<file path="src/shared/conv_pkg.sv">
// Package for the converter control block: widths, timing counts, state codes, carriers.
// Assumes a 40 MHz system clock.
package conv_pkg;
    localparam int          RES_W         = 12;
    localparam int          CLK_MHZ       = 40;
    // Conversion must end within this time after the start edge
    localparam int          CONV_MAX_NS   = 750;
    localparam int          CONV_MAX_CYC  = (CONV_MAX_NS * CLK_MHZ) / 1000;
    // Internal bit clock: one trial per TRIAL_CYC cycles
    localparam int          TRIAL_CYC     = 2;
    // Nap wake-up time
    localparam int          NAP_WAKE_NS   = 200;
    localparam int          NAP_WAKE_CYC  = (NAP_WAKE_NS * CLK_MHZ + 999) / 1000;
    localparam logic [11:0] RESULT_RST    = 12'h000;
    localparam logic [3:0]  BIT_LAST      = 4'h0;
    localparam logic [3:0]  BIT_FIRST     = 4'hB;
    localparam logic [7:0]  WAKE_CNT      = 8'(NAP_WAKE_CYC);

    typedef enum logic [3:0] {
        ST_IDLE  = 4'b0001,
        ST_CONV  = 4'b0010,
        ST_NAP   = 4'b0100,
        ST_SLEEP = 4'b1000
    } conv_state_t;

    // Word handed to the output buffer
    typedef struct packed {
        logic [RES_W-1:0] data;
    } result_word_t;

    // Pin group of the host port
    typedef struct packed {
        logic cs_n;
        logic rd_n;
        logic convert_start_n;
        logic power_down_n;
        logic shutdown_kind_select;
    } host_pins_t;
endpackage

</file>
<file path="src/result_buffer.sv">
// Two-entry buffer between the conversion engine and the result latches.
// Same clock on both sides; drain side may stall.
`timescale 1ns/10ps
module result_buffer
    import conv_pkg::*;
(
    // Clock and reset
    input  wire logic         clk,
    input  wire logic         arst_n,
    // Fill side
    input  wire logic         in_valid,
    output logic              in_ready,
    input  wire result_word_t in_word,
    // Drain side
    output logic              out_valid,
    input  wire logic         out_ready,
    output result_word_t      out_word
);
    typedef struct packed {
        result_word_t [1:0] mem;
        logic               wr_ptr;
        logic               rd_ptr;
        logic [1:0]         count;
    } buf_state_t;

    buf_state_t cur_ff;
    buf_state_t nxt_ff;

    always_comb begin
        nxt_ff = cur_ff;
        if (in_valid && in_ready) begin
            nxt_ff.mem[cur_ff.wr_ptr] = in_word;
            nxt_ff.wr_ptr             = ~cur_ff.wr_ptr;
        end
        if (out_valid && out_ready) begin
            nxt_ff.rd_ptr = ~cur_ff.rd_ptr;
        end
        nxt_ff.count = cur_ff.count + 2'((in_valid && in_ready) ? 1 : 0)
                                    - 2'((out_valid && out_ready) ? 1 : 0);
    end

    always_ff @(posedge clk or negedge arst_n) begin
        if (!arst_n) begin
            cur_ff <= '0;
        end else begin
            cur_ff <= nxt_ff;
        end
    end

    assign in_ready  = (cur_ff.count != 2'h2);
    assign out_valid = (cur_ff.count != 2'h0);
    assign out_word  = cur_ff.mem[cur_ff.rd_ptr];

    count_range_a: assert property (@(posedge clk) disable iff (!arst_n)
        cur_ff.count <= 2'h2) else $error("buffer count out of range");
endmodule

</file>
<file path="src/conv_control.sv">
// Control logic of a 12-bit successive-approximation converter with parallel host port.
// Comparator decision arrives as a synchronous input; host pins are asynchronous.
//
// Operation
// - Kind select low sleep, high nap
// - Power-down low enters selected shutdown
// - Drive result only when read and select low
// - Start on falling edge of start strobe
// - Strobes ignored unless chip select low
// - Busy low during whole conversion
// - Result valid by busy rising edge
// - Clear approximation register at conversion start
// - Start edges ignored while converting
// - One bit per trial, MSB first
// - Copy final word into output latches
// - Result delivered as one parallel word
// - Conversion ends within 0.75 us
// - Result is two's complement difference
// - Nap wake-up delay before next start
`timescale 1ns/10ps
module conv_control
    import conv_pkg::*;
(
    // Clock and reset
    input  wire logic             CLK,
    input  wire logic             ARST_N,
    // Host control pins
    input  wire logic             CS_N,
    input  wire logic             RD_N,
    input  wire logic             CONVERT_START_N,
    input  wire logic             POWER_DOWN_N,
    input  wire logic             SHUTDOWN_KIND_SELECT,
    // Comparator decision: 1 keeps the trial bit
    input  wire logic             COMPARE_KEEP,
    // Status and data pins
    output logic                  BUSY,
    output logic [RES_W-1:0]      RESULT_BITS_O,
    output logic [RES_W-1:0]      RESULT_BITS_OE,
    // Power state to the analog section
    output logic                  NAP_ACTIVE,
    output logic                  SLEEP_ACTIVE,
    output logic                  WAKE_READY
);
    // ==========================================================
    // State
    // ==========================================================
    typedef struct packed {
        host_pins_t         s1;
        host_pins_t         s2;
        host_pins_t         s3;
        host_pins_t         filt;
        logic               start_prev;
        conv_state_t        state;
        logic [RES_W-1:0]   approximation_register;
        logic [3:0]         bit_idx;
        logic [1:0]         trial_div;
        logic [7:0]         wake_cnt;
        logic               push;
        logic [RES_W-1:0]   latch;
        logic               busy;
    } ctl_state_t;

    ctl_state_t   cur_ff;
    ctl_state_t   nxt_ff;
    host_pins_t   pins_raw;
    host_pins_t   pins;
    logic         start_level;
    logic         start_edge;
    logic         final_trial;
    logic         buf_in_ready;
    logic         buf_out_valid;
    result_word_t buf_in_word;
    result_word_t buf_out_word;

    function automatic logic [RES_W-1:0] bit_mask(input logic [3:0] idx);
        bit_mask = RES_W'(1) << idx;
    endfunction

    // Offset binary approximation to two's complement
    function automatic logic [RES_W-1:0] to_twos(input logic [RES_W-1:0] w);
        to_twos = {~w[RES_W-1], w[RES_W-2:0]};
    endfunction

    assign pins_raw = '{cs_n: CS_N, rd_n: RD_N, convert_start_n: CONVERT_START_N,
                        power_down_n: POWER_DOWN_N, shutdown_kind_select: SHUTDOWN_KIND_SELECT};

    // Filtered pins: a change counts once stages two and three agree
    always_comb begin
        pins = cur_ff.filt;
        if (cur_ff.s2 == cur_ff.s3) begin
            pins = cur_ff.s3;
        end
    end

    assign start_level = ~pins.convert_start_n & ~pins.cs_n;
    assign start_edge  = start_level & ~cur_ff.start_prev;
    // Last decision of the final trial goes straight into the word
    assign final_trial = (cur_ff.state == ST_CONV) && (cur_ff.trial_div == 2'(TRIAL_CYC - 1))
                         && (cur_ff.bit_idx == BIT_LAST);
    assign buf_in_word = '{data: to_twos({cur_ff.approximation_register[RES_W-1:1], COMPARE_KEEP})};

    // ==========================================================
    // Next state
    // ==========================================================
    always_comb begin
        nxt_ff      = cur_ff;
        nxt_ff.s1   = pins_raw;
        nxt_ff.s2   = cur_ff.s1;
        nxt_ff.s3   = cur_ff.s2;
        nxt_ff.filt = pins;
        nxt_ff.start_prev = start_level;
        nxt_ff.push       = 1'b0;
        if (cur_ff.wake_cnt != 8'h00) begin
            nxt_ff.wake_cnt = cur_ff.wake_cnt - 8'h01;
        end
        unique case (cur_ff.state)
            ST_IDLE: begin
                nxt_ff.busy = 1'b1;
                if (!pins.power_down_n) begin
                    nxt_ff.state = pins.shutdown_kind_select ? ST_NAP : ST_SLEEP;
                // start accepted only when idle and awake
                end else if (start_edge && cur_ff.wake_cnt == 8'h00) begin
                    nxt_ff.state                  = ST_CONV;
                    nxt_ff.approximation_register = bit_mask(BIT_FIRST);
                    nxt_ff.bit_idx                = BIT_FIRST;
                    nxt_ff.trial_div              = 2'h0;
                    nxt_ff.busy                   = 1'b0;
                end
            end
            ST_CONV: begin
                nxt_ff.busy      = 1'b0;
                nxt_ff.trial_div = cur_ff.trial_div + 2'h1;
                // one decision per trial, MSB down
                if (cur_ff.trial_div == 2'(TRIAL_CYC - 1)) begin
                    nxt_ff.trial_div = 2'h0;
                    if (!COMPARE_KEEP) begin
                        nxt_ff.approximation_register[cur_ff.bit_idx] = 1'b0;
                    end
                    if (cur_ff.bit_idx == BIT_LAST) begin
                        nxt_ff.state = ST_IDLE;
                    end else begin
                        nxt_ff.bit_idx = cur_ff.bit_idx - 4'h1;
                        nxt_ff.approximation_register[cur_ff.bit_idx - 4'h1] = 1'b1;
                    end
                end
            end
            ST_NAP, ST_SLEEP: begin
                nxt_ff.busy = 1'b1;
                if (pins.power_down_n) begin
                    nxt_ff.state    = ST_IDLE;
                    nxt_ff.wake_cnt = (cur_ff.state == ST_NAP) ? WAKE_CNT : 8'h00;
                end
            end
            default: begin
                nxt_ff.state = ST_IDLE;
                nxt_ff.busy  = 1'b1;
            end
        endcase
        // final two's complement word to buffer and latches
        if (final_trial) begin
            nxt_ff.push = 1'b1;
        end
        // latch loaded one cycle before busy rises
        if (buf_out_valid) begin
            nxt_ff.latch = buf_out_word.data;
        end
        if (cur_ff.state == ST_CONV && nxt_ff.state == ST_IDLE) begin
            nxt_ff.busy = 1'b0;
        end
        if (cur_ff.state == ST_IDLE && !cur_ff.push && !buf_out_valid && nxt_ff.state == ST_IDLE) begin
            nxt_ff.busy = 1'b1;
        end else if (cur_ff.state == ST_IDLE && nxt_ff.state == ST_IDLE) begin
            nxt_ff.busy = 1'b0;
        end
    end

    always_ff @(posedge CLK or negedge ARST_N) begin
        if (!ARST_N) begin
            cur_ff            <= '0;
            cur_ff.s1         <= '1;
            cur_ff.s2         <= '1;
            cur_ff.s3         <= '1;
            cur_ff.filt       <= '1;
            cur_ff.state      <= ST_IDLE;
            cur_ff.busy       <= 1'b1;
            cur_ff.latch      <= RESULT_RST;
        end else begin
            cur_ff <= nxt_ff;
        end
    end

    // ==========================================================
    // Result buffer
    // ==========================================================
    result_buffer u_buf (
        .clk       (CLK),
        .arst_n    (ARST_N),
        .in_valid  (final_trial),
        .in_ready  (buf_in_ready),
        .in_word   (buf_in_word),
        .out_valid (buf_out_valid),
        .out_ready (1'b1),
        .out_word  (buf_out_word)
    );

    // ==========================================================
    // Outputs
    // ==========================================================
    assign BUSY          = cur_ff.busy;
    assign RESULT_BITS_O = cur_ff.latch;
    assign RESULT_BITS_OE = (!pins.rd_n && !pins.cs_n) ? '1 : '0;
    assign NAP_ACTIVE    = (cur_ff.state == ST_NAP);
    assign SLEEP_ACTIVE  = (cur_ff.state == ST_SLEEP);
    assign WAKE_READY    = (cur_ff.wake_cnt == 8'h00) && (cur_ff.state == ST_IDLE);

    // ==========================================================
    // Checks
    // ==========================================================
    logic [7:0] low_cnt_ff;
    always_ff @(posedge CLK or negedge ARST_N) begin
        if (!ARST_N) begin
            low_cnt_ff <= 8'h00;
        end else begin
            low_cnt_ff <= BUSY ? 8'h00 : low_cnt_ff + 8'h01;
        end
    end

    conv_time_limit_a: assert property (@(posedge CLK) disable iff (!ARST_N)
        low_cnt_ff <= 8'(CONV_MAX_CYC)) else $error("conversion too long");
    start_clears_reg_a: assert property (@(posedge CLK) disable iff (!ARST_N)
        (cur_ff.state == ST_IDLE && nxt_ff.state == ST_CONV) |=> cur_ff.approximation_register == 12'h800)
        else $error("register not cleared at start");
    busy_in_conv_a: assert property (@(posedge CLK) disable iff (!ARST_N)
        cur_ff.state == ST_CONV |-> !BUSY) else $error("busy high during conversion");
    no_restart_a: assert property (@(posedge CLK) disable iff (!ARST_N)
        cur_ff.state == ST_CONV && cur_ff.bit_idx != BIT_FIRST |=> cur_ff.bit_idx != BIT_FIRST || cur_ff.state != ST_CONV)
        else $error("conversion restarted");
    drive_gate_a: assert property (@(posedge CLK) disable iff (!ARST_N)
        (RESULT_BITS_OE != 12'h000) |-> (!pins.rd_n && !pins.cs_n)) else $error("data driven without read");
    select_gate_a: assert property (@(posedge CLK) disable iff (!ARST_N)
        pins.cs_n |-> !start_edge) else $error("start taken without select");
    edge_only_a: assert property (@(posedge CLK) disable iff (!ARST_N)
        $past(start_level) |-> !start_edge) else $error("start on level");
    shutdown_kind_a: assert property (@(posedge CLK) disable iff (!ARST_N)
        (cur_ff.state == ST_IDLE && !pins.power_down_n) |=> (NAP_ACTIVE == $past(pins.shutdown_kind_select)))
        else $error("wrong shutdown mode");
    down_no_conv_a: assert property (@(posedge CLK) disable iff (!ARST_N)
        (NAP_ACTIVE || SLEEP_ACTIVE) |-> BUSY) else $error("busy low in shutdown");
    data_at_busy_a: assert property (@(posedge CLK) disable iff (!ARST_N)
        $rose(BUSY) && $past(cur_ff.state) != ST_NAP |-> RESULT_BITS_O == $past(RESULT_BITS_O))
        else $error("data changed at busy rise");
    nap_wake_a: assert property (@(posedge CLK) disable iff (!ARST_N)
        $fell(NAP_ACTIVE) |-> !WAKE_READY [*8]) else $error("nap wake too short");
    buf_room_a: assert property (@(posedge CLK) disable iff (!ARST_N)
        final_trial |-> buf_in_ready) else $error("result word lost");

    conv_cov_c:  cover property (@(posedge CLK) disable iff (!ARST_N) $rose(BUSY));
    nap_cov_c:   cover property (@(posedge CLK) disable iff (!ARST_N) $fell(NAP_ACTIVE));
    sleep_cov_c: cover property (@(posedge CLK) disable iff (!ARST_N) SLEEP_ACTIVE);
endmodule

</file>
<file path="config.mk">
export PLATFORM = sky130hd
export DESIGN_NAME = conv_control
export DESIGN_NICKNAME = d
export VERILOG_FILES = /design/src/shared/conv_pkg.sv /design/src/result_buffer.sv /design/src/conv_control.sv
export SDC_FILE = /design/constraint.sdc
export NUM_CORES = 1
export LEC_CHECK = 0
export ABC_CLOCK_PERIOD_IN_PS = 5500
export BUFFER_PORTS_ARGS = -buffer_cell sky130_fd_sc_hd__buf_2
export CAP_MARGIN = 20
export CORE_MARGIN = 1
export CORE_UTILIZATION = 50
export DETAILED_ROUTE_END_ITERATION = 8
export HOLD_SLACK_MARGIN = 0.15
export PLACE_DENSITY = 0.69
export REMOVE_ABC_BUFFERS = 1
export SLEW_MARGIN = 30
export SYNTH_ARGS = -nofsm -noshare
export SYNTH_HDL_FRONTEND = slang
export SYNTH_HIERARCHICAL = 1
export SYNTH_SLANG_ARGS = --single-unit
export TNS_END_PERCENT = 50
</file>
<file path="constraint.sdc">
create_clock -name CLK -period 5.5 [get_ports CLK]
set_input_delay 0.275 -clock CLK [delete_from_list [all_inputs] [get_ports CLK]]
set_output_delay 0.275 -clock CLK [all_outputs]
set_load 0.03 [all_outputs]
</file>
==> run_results.csv <==
group,metric,value,unit
outcome,status,"finished clean",
route,ant_nets,0,
grt,grt_max_degree,50,
worst_setup_path,worstPathMaxFanout,30,
cells_and_area,antennaDiodeCount,0,
cells_and_area,fin_cells,487,
route,drc,0,
clock_network,clock-sinks,92,
synthesis,synth_compound_gate_area_share,9.412,%
sta,slew_headroom,48.43,%
hold_path,hold_path_class,"in2reg",
route,dr.first_iter.drc_count,138,
floorplan,die_area,0.009152,mm^2
route,routed-wl-met3,175,um
floorplan,die_w,95.67,um
sta,period_minus_slack,3.020,ns
route,wl_per_cell,15.37,um
worst_setup_path,critical_path.max_stage_delay,0.52,ns
route,route.met2.wl,3512,um
power,p_sw_share,37.05,%
synthesis,synth.most_common_cell,"dfrtp_1",
synthesis,yosys.area.top_type_share,39.93,%
clock_network,post-cts-setup-buffers,0,
power,p_clk_share,23.3,%
power,powerDensity,430.6,mW/mm^2
clock_network,htree_levels,3,
worst_setup_path,startpoint,"cur_ff[43]$_DFF_PN0_",
sta,fin_crit_sh,54.91,%
synthesis,synth_xor_area_share,2.795,%
floorplan,io_pins,36,
route,drt_pass1_iterations,5,
clock_network,root_buffer,"clkbuf_8",
synthesis,synth_ff_type,"dfrtp_1",
route,wl_met1,3699,um
clock_network,clkSlewWorstSetupHoldPaths,0.10,ns
clock_network,hold_buffers,6,
worst_setup_path,path_buf_inv,2,
power,switchingPower,758.1,uW
clock_network,cts_tree,"yes",
synthesis,async_flop_share,100.0,%
worst_setup_path,crit_family,"simple AND/OR/NAND/NOR gates",
synthesis,synthCells,358,
grt,grt_first_pass_wirelength,12380,um
sta,finalMaxSlewViolations,0,
worst_setup_path,cp-end-kind,"register",
place,dp_cells,465,
floorplan,core_area,0.008341,mm^2
worst_setup_path,crit_cells,10,
clock_network,cts_max_path_buffers,2,
worst_setup_path,crit_arrival,3.30,ns
worst_setup_path,critical_path_class,"reg2reg",
synthesis,ys_seq_area_share,53.11,%
synthesis,synthAdderAreaFrac,0.8557,%
route,vias_per_cell,5.423,
worst_setup_path,reg2reg_setup_slack,2.48,ns
grt,antenna_found_initial,0,
grt,grt_overflow,0,
clock_network,cts_resized,0,
power,p_comb_share,30.2,%
flow_run,max_cap_violations,0,
power,seq_power_share,46.5,%
floorplan,initial_core_util,52.60,%
cells_and_area,final_nets,388,
hold_path,whs_path_depth,2,
synthesis,synth_top_family_by_area,"multiplexers",
floorplan,die_h,95.67,um
power,ir_drop,0.3132,mV
route,vias,2641,
worst_setup_path,r2r_end,"u_buf/cur_ff[1]$_DFF_PN0_",
place,gp_congestion,0.7416,
worst_setup_path,crit_slowest_cell,"nor4b_2",
sta,rsz0062_at_grt,"false",
worst_setup_path,crit_path_end,"u_buf/cur_ff[1]$_DFF_PN0_",
sta,finalSetupViolations,0,
synthesis,muxShareOfSynthArea,15.26,%
route,routed.top_layer,"met4",
sta,worst_slew_pin_slew,0.7735,ns
floorplan,core.rowCount,33,
place,io_buffers,35,
synthesis,yosysUniqueCellTypes,57,
sta,max_freq,331.1,MHz
synthesis,synth-simple-area-share,12.38,%
worst_setup_path,r2r-start,"cur_ff[43]$_DFF_PN0_",
clock_network,numCtsBuffers,9,
cells_and_area,area_growth,8.329,%
grt,grt_pass1_vias,2619,
synthesis,synthTopCellsByCount,"70 x dfrtp_1, 31 x mux2_2, 26 x nand2_1",
synthesis,ys_ff_latch,92,
place,dp_hpwl,4825,um
cells_and_area,drive_gt1_share,36.39,%
worst_setup_path,cp_cell_sequence,"nor4b_2 -> nand3b_1 -> buf_4 -> nor4_1 -> nand2_1 -> ha_1 -> inv_1 -> ha_1 -> xnor2_1 -> xnor2_1",
synthesis,yosysTopAreaCell,"dfrtp_1",
synthesis,syn_avg_cell_area,12.25,um^2
cells_and_area,utilization,56.98,%
synthesis,syn-cell-area,0.004387,mm^2
synthesis,ys_warn_count,6,
sta,hold_viol,0,
clock_network,clk_latency,0.36,ns
worst_setup_path,reg2reg_depth,10,
route,drt_wl_total,7484,um
power,power_leakage,0.002234,uW
synthesis,synth_edf_count,0,
power,p_int,1288,uW
sta,skew,0.01257,ns
grt,grtUsageTotal,17.99,%
worst_setup_path,start_kind,"register",
worst_setup_path,crit_required,5.78,ns
synthesis,ys_top_cells_by_area,"dfrtp_1 40%, dfstp_2 13%, mux2_2 8.0%",
==> cell type report <==
type                            count  area (um^2)
Sequential cell                    92         2330
Multi-Input combinational cell    224         1794
Clock buffer                       11        173.9
Fill cell                         698         3588
Clock inverter                      5        43.79
Inverter                            7        26.28
Tap cell                          105        131.4
Timing Repair Buffer               43        252.7
==> state kept, by name (all words and copies together) (netlist names) <==
register       count
cur_ff            41
buf_in_word       10
RESULT_BITS_O     12
BUSY               1
u_buf/cur_ff      28
==> power by group through the flow <==
stage	sequential (uW)	combinational, uW	clock [uW]
6_report	951	619	477
5_1_grt	972	677	518
4_1_cts	950	622	489
3_5_place_dp	963	614	0
3_3_place_gp	952	599	0
2_1_floorplan	926	473	0
==> per-layer routing <==
metal / track usage, % / vias up
li1: - / 1288
met1: 24.86 / 1306
met2: 28.10 / 38
met3: 3.190 / 9
met4: 7.338 / 0
met5: 0 / -
==> worst register-to-register path: cells and delay by family (launching register included) <==
| kind | cells | cell delay [ns] |
|---|---|---|
| adder cells (fa/ha/maj) | 2 | 0.51 |
| AND/OR/NAND/NOR | 4 | 1.32 |
| buffers and inverters | 2 | 0.29 |
| flip-flops | 1 | 0.47 |
| XOR/XNOR | 2 | 0.35 |
==> metrics by stage <==
step / hold WS, ns / total power (uW) / TNS, ns / setup WS (ns) / area, um^2
3_5_place_dp: 0.3076 / 1577 / 0 / 2.564 / 4469
5_1_grt: 0.2567 / 2167 / 0 / 2.239 / 4752
6_report: 0.2717 / 2046 / 0 / 2.480 / 4752
2_1_floorplan: -0.02059 / 1399 / -42.84 / -3.570 / 4145
3_3_place_gp: 0.3031 / 1551 / 0 / 2.782 / 4469
4_1_cts: 0.2621 / 2062 / 0 / 2.520 / 4747
==> cells in the final DEF, fill, tap and decap left out, types with 6 or more instances in the layout <==
cell,count
nor2_1,18
mux2_4,20
dfrtp_1,70
nand2_1,26
buf_2,34
nand3b_1,7
mux2_2,31
xnor2_1,12
a21oi_1,7
nor3_1,6
o21ai_0,10
clkbuf_8,9
dlygate4sd3_1,6
o22ai_1,7
inv_1,7
dfstp_2,22
==> worst min path at each step <==
stage | startpoint | end | slack, ns
floorplan | ARST_N | RESULT_BITS_O[0]$_DFFE_PN0P_ | -0.02
finish | COMPARE_KEEP | u_buf/cur_ff[16]$_DFFE_PN0P_ | 0.27
CTS | COMPARE_KEEP | u_buf/cur_ff[16]$_DFFE_PN0P_ | 0.26
detailed placement | ARST_N | cur_ff[44]$_DFF_PN0_ | 0.31
global route | COMPARE_KEEP | u_buf/cur_ff[16]$_DFFE_PN0P_ | 0.26
global placement | ARST_N | cur_ff[17]$_DFF_PN0_ | 0.30
==> logic make-up after synthesis <==
group | Yosys count
adders and majority gates | 3
and+or+nand+nor | 95
other | 1
AOI/OAI and AO/OA | 58
muxes | 53
buffers and inverters | 42
DFF | 92
xor gates and xnor gates | 14
Power figures use the tool's default switching activity.
